==> src/hw/timer_mode_defines.vh <==
// Purpose: Constants for the standard timer unit with mode and pin control.
// Assumes: 100 MHz core clock, Avalon-MM word-addressed register slave.
// Notes:   Offsets are word addresses of 32-bit words.
`ifndef TIMER_MODE_DEFINES_VH
`define TIMER_MODE_DEFINES_VH

`define OFS_CONTROL          4'h0
`define OFS_MODE_PIN         4'h1
`define OFS_COUNT            4'h2
`define OFS_COMPARE_A        4'h3
`define OFS_COMPARE_P        4'h4
`define OFS_CAPTURE          4'h5

`define ADDR_W               4

`define CTRL_ON_BIT          3
`define CTRL_RESET           8'h00

`define MP_MODE_HI           7
`define MP_MODE_LO           6
`define MP_FUNC_HI           5
`define MP_FUNC_LO           4
`define MP_INIT_LEVEL        3
`define MP_INVERT            2
`define MP_DUTY_PERIOD       1
`define MP_CNT_CLEAR         0
`define MP_RESET             8'h00

`define MODE_COMPARE         2'h0
`define MODE_CAPTURE         2'h1
`define MODE_PWM             2'h2
`define MODE_TIMER           2'h3

`define FUNC_0               2'h0
`define FUNC_1               2'h1
`define FUNC_2               2'h2
`define FUNC_3               2'h3

`define COUNT_RESET          16'h0000
`define CMP_A_RESET          16'h0000
`define CMP_P_RESET          8'h00

`endif

==> src/hw/timer_pin_edge.v <==
// Purpose: Edge detector for the capture input pin.
// Assumes: Pin input is synchronous to core_clk_i.
// Notes:   Edge selection is decided by the caller.
`timescale 1ns/10ps
module timer_pin_edge (
   input  wire core_clk_i,
   input  wire resetn_i,
   input  wire pin_i,
   output wire rise_o,
   output wire fall_o
);
   reg pin_prev;

   always @(posedge core_clk_i or negedge resetn_i) begin
      if (!resetn_i) begin
         pin_prev <= 1'b0;
      end else begin
         pin_prev <= pin_i;
      end
   end

   assign rise_o = pin_i & ~pin_prev;
   assign fall_o = ~pin_i & pin_prev;
endmodule

==> src/hw/timer_mode_output_control.v <==
// Purpose: Standard 16-bit timer unit with mode and pin-function control.
// Assumes: One 100 MHz clock; counter advances every clock while on.
// Notes:   Registers on Avalon-MM, one aligned word each, one wait state.
//          Clear select picks the P or A match; PWM wraps at the selected period.
// Functional notes
// - Mode field: 00 compare, 01 capture, 10 PWM/single pulse, 11 timer.
// - Timer/counter mode leaves the output pin undriven.
// - Compare match A: 00 no change, 01 low, 10 high, 11 toggle.
// - PWM mode: 00 inactive, 01 active, 10 PWM, 11 single pulse.
// - Capture mode: 00 rising, 01 falling, 10 both edges, 11 disabled.
// - Compare mode initial pin level follows the output-control bit.
// - PWM mode output-control bit: 0 active low, 1 active high.
// - Output-control bit has no effect in timer/counter mode.
// - Match requesting the initial level gives no visible change.
// - On bit rising edge returns the compare pin to its initial level.
// - Polarity bit 0 passes the output uninverted.
// - Polarity bit 1 inverts the output; no effect in timer mode.
// - On bit rising clears counter; clearing the bit stops and keeps it.
`timescale 1ns/10ps
`include "timer_mode_defines.vh"
module timer_mode_output_control (
   input  wire        core_clk_i,
   input  wire        resetn_i,
   input  wire [3:0]  address,
   input  wire        read,
   input  wire        write,
   input  wire [31:0] writedata,
   output reg  [31:0] readdata,
   output reg         waitrequest,
   input  wire        capture_input_pin_i,
   output reg         timer_output_pin_o,
   output reg         timer_output_pin_oe_n_o,
   output reg         capture_event_o
);
   reg  [7:0]  control;
   reg  [7:0]  timer_mode_pin_control;
   reg  [15:0] count;
   reg  [15:0] compare_a;
   reg  [7:0]  compare_p;
   reg  [15:0] capture_value;
   reg         module_on_prev;
   reg         cmp_level;
   reg         pulse_done;
   reg         req_ack;
   reg  [31:0] next_readdata;
   reg         next_pin;
   reg         next_level;

   wire        module_on            = control[`CTRL_ON_BIT];
   wire [1:0]  op_mode              = {timer_mode_pin_control[`MP_MODE_HI],
                                       timer_mode_pin_control[`MP_MODE_LO]};
   wire [1:0]  pin_func             = {timer_mode_pin_control[`MP_FUNC_HI],
                                       timer_mode_pin_control[`MP_FUNC_LO]};
   wire        output_initial_level = timer_mode_pin_control[`MP_INIT_LEVEL];
   wire        output_invert        = timer_mode_pin_control[`MP_INVERT];
   wire        duty_period_select   = timer_mode_pin_control[`MP_DUTY_PERIOD];
   wire        counter_clear_select = timer_mode_pin_control[`MP_CNT_CLEAR];
   wire        on_rise              = module_on & ~module_on_prev;
   // Matches only count while the module runs
   wire        match_a              = module_on & (count == compare_a);
   wire        match_p              = module_on & (count[15:8] == compare_p);
   wire        pin_rise;
   wire        pin_fall;
   wire        access               = (read | write) & ~req_ack;
   wire        wr_en                = write & req_ack;
   reg         cap_hit;
   reg         clear_now;
   reg         pwm_active;
   wire [15:0] duty_val             = duty_period_select ? {compare_p, 8'h00} : compare_a;
   wire [15:0] period_val           = duty_period_select ? compare_a : {compare_p, 8'h00};

   // Capture pin edges, flagged in the same cycle that the pin moves
   timer_pin_edge u_edge (
      .core_clk_i (core_clk_i),
      .resetn_i   (resetn_i),
      .pin_i      (capture_input_pin_i),
      .rise_o     (pin_rise),
      .fall_o     (pin_fall)
   );

   // Capture edge selection; code 11 turns capture off entirely
   // so a noisy pin cannot disturb the held capture value
   always @* begin
      case (pin_func)
         `FUNC_0: begin
            cap_hit = pin_rise;
         end
         `FUNC_1: begin
            cap_hit = pin_fall;
         end
         `FUNC_2: begin
            cap_hit = pin_rise | pin_fall;
         end
         default: begin
            cap_hit = 1'b0;
         end
      endcase
   end

   // Counter clear source: compare P or A match, chosen by clear select;
   // PWM mode always wraps at the selected period instead
   always @* begin
      if (op_mode == `MODE_PWM) begin
         clear_now = module_on & (count == period_val);
      end else if (counter_clear_select) begin
         clear_now = match_a;
      end else begin
         clear_now = match_p;
      end
   end

   // Up counter; switch-on clears it before any match can be seen
   always @(posedge core_clk_i or negedge resetn_i) begin
      if (!resetn_i) begin
         count          <= `COUNT_RESET;
         module_on_prev <= 1'b0;
         capture_value  <= `COUNT_RESET;
      end else begin
         module_on_prev <= module_on;
         if (on_rise) begin
            count <= `COUNT_RESET;
         end else if (module_on) begin
            if (clear_now) begin
               count <= `COUNT_RESET;
            end else begin
               count <= count + 16'h0001;
            end
         end
         if (module_on && op_mode == `MODE_CAPTURE && cap_hit) begin
            capture_value <= count;
         end
      end
   end

   // Compare-mode pin level; reloaded from the initial level on switch-on
   always @* begin
      next_level = cmp_level;
      if (on_rise) begin
         next_level = output_initial_level;
      end else if (match_a) begin
         case (pin_func)
            `FUNC_0: begin
               next_level = cmp_level;
            end
            `FUNC_1: begin
               next_level = 1'b0;
            end
            `FUNC_2: begin
               next_level = 1'b1;
            end
            default: begin
               next_level = ~cmp_level;
            end
         endcase
      end
   end

   // Outside compare mode the level is preloaded, so a later switch to
   // compare mode starts from the initial level. The single pulse ends at
   // the first compare A match and rearms on switch-on.
   always @(posedge core_clk_i or negedge resetn_i) begin
      if (!resetn_i) begin
         cmp_level  <= 1'b0;
         pulse_done <= 1'b0;
      end else begin
         if (op_mode == `MODE_COMPARE) begin
            cmp_level <= next_level;
         end else begin
            cmp_level <= output_initial_level;
         end
         if (on_rise || !module_on) begin
            pulse_done <= 1'b0;
         end else if (match_a) begin
            pulse_done <= 1'b1;
         end
      end
   end

   // Active phase of the generated waveform
   always @* begin
      case (pin_func)
         `FUNC_0: begin
            pwm_active = 1'b0;
         end
         `FUNC_1: begin
            pwm_active = 1'b1;
         end
         `FUNC_2: begin
            pwm_active = module_on & (count < duty_val);
         end
         default: begin
            pwm_active = module_on & ~pulse_done & ~on_rise;
         end
      endcase
   end

   // Output pin selection, level mapping and polarity
   always @* begin
      case (op_mode)
         `MODE_COMPARE: begin
            next_pin = cmp_level;
         end
         `MODE_PWM: begin
            next_pin = output_initial_level ? pwm_active : ~pwm_active;
         end
         default: begin
            next_pin = 1'b0;
         end
      endcase
      // Polarity acts on the level that the mode produced; timer mode then forces 0
      next_pin = next_pin ^ output_invert;
      if (op_mode == `MODE_TIMER) begin
         next_pin = 1'b0;
      end
   end

   // Pin, enable and capture strobe are registered so outputs never glitch
   always @(posedge core_clk_i or negedge resetn_i) begin
      if (!resetn_i) begin
         timer_output_pin_o      <= 1'b0;
         timer_output_pin_oe_n_o <= 1'b1;
         capture_event_o         <= 1'b0;
      end else begin
         timer_output_pin_o      <= next_pin;
         timer_output_pin_oe_n_o <= (op_mode == `MODE_TIMER) ||
                                    (op_mode == `MODE_CAPTURE);
         capture_event_o         <= module_on & (op_mode == `MODE_CAPTURE) & cap_hit;
      end
   end

   // Register read mux
   always @* begin
      case (address)
         `OFS_CONTROL: begin
            next_readdata = {24'h00_0000, control};
         end
         `OFS_MODE_PIN: begin
            next_readdata = {24'h00_0000, timer_mode_pin_control};
         end
         `OFS_COUNT: begin
            next_readdata = {16'h0000, count};
         end
         `OFS_COMPARE_A: begin
            next_readdata = {16'h0000, compare_a};
         end
         `OFS_COMPARE_P: begin
            next_readdata = {24'h00_0000, compare_p};
         end
         `OFS_CAPTURE: begin
            next_readdata = {16'h0000, capture_value};
         end
         default: begin
            next_readdata = 32'h0000_0000;
         end
      endcase
   end

   // Avalon handshake: a request is taken, answered one cycle later, and
   // access is blocked during that answer cycle so a held request is never taken twice
   always @(posedge core_clk_i or negedge resetn_i) begin
      if (!resetn_i) begin
         req_ack     <= 1'b0;
         waitrequest <= 1'b1;
         readdata    <= 32'h0000_0000;
      end else begin
         req_ack     <= access;
         waitrequest <= ~access;
         if (access && read) begin
            readdata <= next_readdata;
         end
      end
   end

   // Register writes land on the edge where waitrequest is seen low
   always @(posedge core_clk_i or negedge resetn_i) begin
      if (!resetn_i) begin
         control                <= `CTRL_RESET;
         timer_mode_pin_control <= `MP_RESET;
         compare_a              <= `CMP_A_RESET;
         compare_p              <= `CMP_P_RESET;
      end else if (wr_en) begin
         case (address)
            `OFS_CONTROL: begin
               // Bits 2:0 are unused and always read back as zero
               control <= writedata[7:0] & 8'hF8;
            end
            `OFS_MODE_PIN: begin
               timer_mode_pin_control <= writedata[7:0];
            end
            `OFS_COMPARE_A: begin
               compare_a <= writedata[15:0];
            end
            `OFS_COMPARE_P: begin
               compare_p <= writedata[7:0];
            end
            default: begin
               // Writes to unmapped or read-only words are dropped
               control <= control;
            end
         endcase
      end
   end
endmodule

==> config.mk <==
export PLATFORM = sky130hd
export DESIGN_NAME = timer_mode_output_control
export DESIGN_NICKNAME = d
export VERILOG_FILES = /design/src/hw/timer_pin_edge.v /design/src/hw/timer_mode_output_control.v
export VERILOG_INCLUDE_DIRS = /design/src /design/src/hw
export SDC_FILE = /design/constraint.sdc
export NUM_CORES = 1
export LEC_CHECK = 0
export BUFFER_PORTS_ARGS = -buffer_cell sky130_fd_sc_hd__buf_2
export CAP_MARGIN = 0
export CELL_PAD_IN_SITES_DETAIL_PLACEMENT = 2
export CELL_PAD_IN_SITES_GLOBAL_PLACEMENT = 2
export CORE_ASPECT_RATIO = 0.8
export CORE_UTILIZATION = 30
export CTS_CLUSTER_SIZE = 40
export DETAILED_ROUTE_END_ITERATION = 12
export GPL_ROUTABILITY_DRIVEN = 0
export GPL_TIMING_DRIVEN = 0
export PLACE_DENSITY = 0.76
export SYNTH_ARGS = -nofsm -noshare
export SYNTH_HDL_FRONTEND = slang
export SYNTH_HIERARCHICAL = 1
export SYNTH_SLANG_ARGS = --single-unit
export TNS_END_PERCENT = 50
==> constraint.sdc <==
create_clock -name core_clk_i -period 3.35 [get_ports core_clk_i]
set_input_delay 0.67 -clock core_clk_i [delete_from_list [all_inputs] [get_ports core_clk_i]]
set_output_delay 0.67 -clock core_clk_i [all_outputs]
set_load 0.02 [all_outputs]
==> out/results.txt <==
Outcome - completed
Synth Flop Type - dfrtp_1
Final std cells w/o fill - 799
Hold WS - 263.3 ps
Fmax - 320.0 MHz
Clk buf depth - 2
Vias per cell - 5.421
RSZ-0062 raised after global routing - no
Largest net degree at the start of global routing - 64
Post-Synthesis Cell Area - 0.005388 sq mm
Final hold vios - 0
Initial antenna violation count - 0
Shortest period the worst path allows - 3125 ps
Clock slew at reported path FFs - 70 ps
Post-Synthesis Cells - 503
Worst clock skew - 5.304 ps
CTS root buffer - clkbuf_16
Clock tree from TritonCTS - done
Core Util, Final - 35.85%
Pre-antenna DRT Iters - 6
WL final - 17800 um
Antenna viol nets, final - 0
IO Count - 77
Post-CTS sizing - 0
# Max-Cap Violations - 0
Initial DRC count - 318
DRC - 0
Reg-to-reg slack, setup - 220 ps
GRT Util Overall - 20.27%
Worst path required time - 3570 ps
#FFs+latches synth - 94
Num CTS Buffers - 9
Crit path setup slack, layout - 224.9 ps
Sequential-to-total area share from yosys stat - 43.71%
Hold WC Path Type - in2async
Worst-path maximum fanout - 19
Most frequent cells in the layout - dfrtp_1 (92), buf_2 (60), mux2_2 (48)
Fin nets - 631
Slowest CP cell - a221oi_1
Buffers on Ports - 41
Synthesis-to-layout area growth - 16.00%
Dpl ws - -143.0 ps
Fraction of layout instances using a drive strength above 1 - 26.66%
Syn avg cell area - 10.71 sq um
Sum Neg Setup Slack - 0 ps
Ys Warns - 6
Placed cells - 785
Num rows - 43
Peak supply drop - 192.9 uV
Post-DP HPWL - 13130 um
Core area - 0.01743 sq mm
Starting density of the core - 30.91%
Via Count - 4331
WP data arrival - 3340 ps
Critical path type - reg2reg
PwrDens - 536.9 mW/mm^2
CP endpoint kind - flop
Aggregate global routing overflow - 0
Tot Pwr - 3.355 mW
Setup crit start kind - flop
First-pass GRT wire length - 28110 um
Rel. slew slack - 39.75%
Die ar. - 0.01850 sq mm
Diodes inserted - 0
WL/cell - 22.28 um
H-tree Lvls - 3
CTS Hold Buffers Added - 0
Leak - 3.075 nW
Design area - 0.006250 sq mm
Setup-failing EPs final - 0
Worst Max-Slew Pin Slew - 896.8 ps
Number of enable flip-flop cells after synthesis - 0
Placed Area - 0.005961 sq mm
Slew Limit Fails - 0
FFs w/ async S/R, synth - 100.0%
Crit path cell chain - buf_6, inv_1, nand2_1, ha_1, and3_1, a221oi_1, a2111o_1, o221ai_1, xor2_1, mux2i_1, o311ai_0
Distinct cell type count after synthesis - 55
Worst-Skew Late Latency - 360 ps
Final period util - 93.29%
Commonest non-fill, non-tap cell in the layout - dfrtp_1
CTS Sinks - 94
Vias in the first global route - 4719
Die Height - 121.9 um
Die width - 151.8 um
Worst path max stage delay - 510 ps
Setup bufs post-CTS - 0
-- power by group --
| part | switching [mW] | leakage [nW] | internal, mW |
|---|---|---|---|
| Sequential | 0.191 | 1.25 | 1.27 |
| Combinational | 0.482 | 1.68 | 0.353 |
| Clock | 0.460 | 0.139 | 0.597 |
-- flip-flops by register name (all words and copies together) (netlist names), 5 cells and up --
register,flops
control,5
count,16
timer_mode_pin_control,8
compare_p,8
readdata,16
compare_a,16
capture_value,16
-- final timing paths --
| kind | start | endpoint | depth (start not counted) |
|---|---|---|---|
| max in group asynchronous | resetn_i | timer_output_pin_oe_n_o | 2 |
| min reg2reg | readdata[11] | readdata[11] | 2 |
| min in group core_clk_i | capture_input_pin_i | u_edge/pin_prev | 1 |
| max reg2reg | timer_mode_pin_control[1] | timer_output_pin_o | 11 |
| max | timer_mode_pin_control[1] | timer_output_pin_o | 11 |
| min | resetn_i | capture_event_o | 1 |
-- cell usage after synthesis, types with 14 or more instances --
cell type,n,area share (%)
a21o_1,18,2.5
a222oi_1,14,2.6
buf_2,20,1.9
buf_4,17,2.4
dfrtp_1,92,43
ha_1,20,4.6
inv_1,17,1.2
mux2_2,48,10
mux2i_1,19,3.5
nand2_1,27,1.9
nor2_1,14,0.98
o21ai_0,23,2.1
xor2_1,20,3.3
-- per-layer routing --
metal  GRT usage (%)  routed length, um  vias to the layer above
li1                -                  -                     1939
met1           27.67               8605                     2269
met2           32.10               8190                       98
met3           3.700                662                       25
met4           7.500                340                        0
met5               0                  0                        -
-- cell type report --
cell class	count	area, sq um
sequential	94	2355
clock inverter	3	46.29
fill	1898	11180
timing repair buffer	42	235.2
inverter	17	63.81
multi-input combinational	355	2719
tap	225	281.5
clock buffer	12	246.5
buffer	51	302.8
-- worst max-delay path: cells and delay by family, from the launching register on --
| kind | cells | cell delay [ps] |
|---|---|---|
| flip-flops | 1 | 420 |
| adder cells (fa/ha/maj) | 1 | 320 |
| buffers and inverters | 2 | 430 |
| multiplexers | 1 | 210 |
| AO/OA/AOI/OAI | 4 | 1030 |
| AND/OR/NAND/NOR | 2 | 330 |
| XOR/XNOR | 1 | 230 |
-- cell families after synthesis --
kind of cell / Yosys count / synth area share, %
AOI/OAI and AO/OA: 102 / 13.77
and+or+nand+nor: 115 / 11.59
buffers and inverters: 69 / 6.874
DFF: 94 / 43.71
other: 1 / 0.06960
muxes: 69 / 13.98
xor gates and xnor gates: 33 / 5.365
adders and majority gates: 20 / 4.645
(Power assumes the default switching activity.)
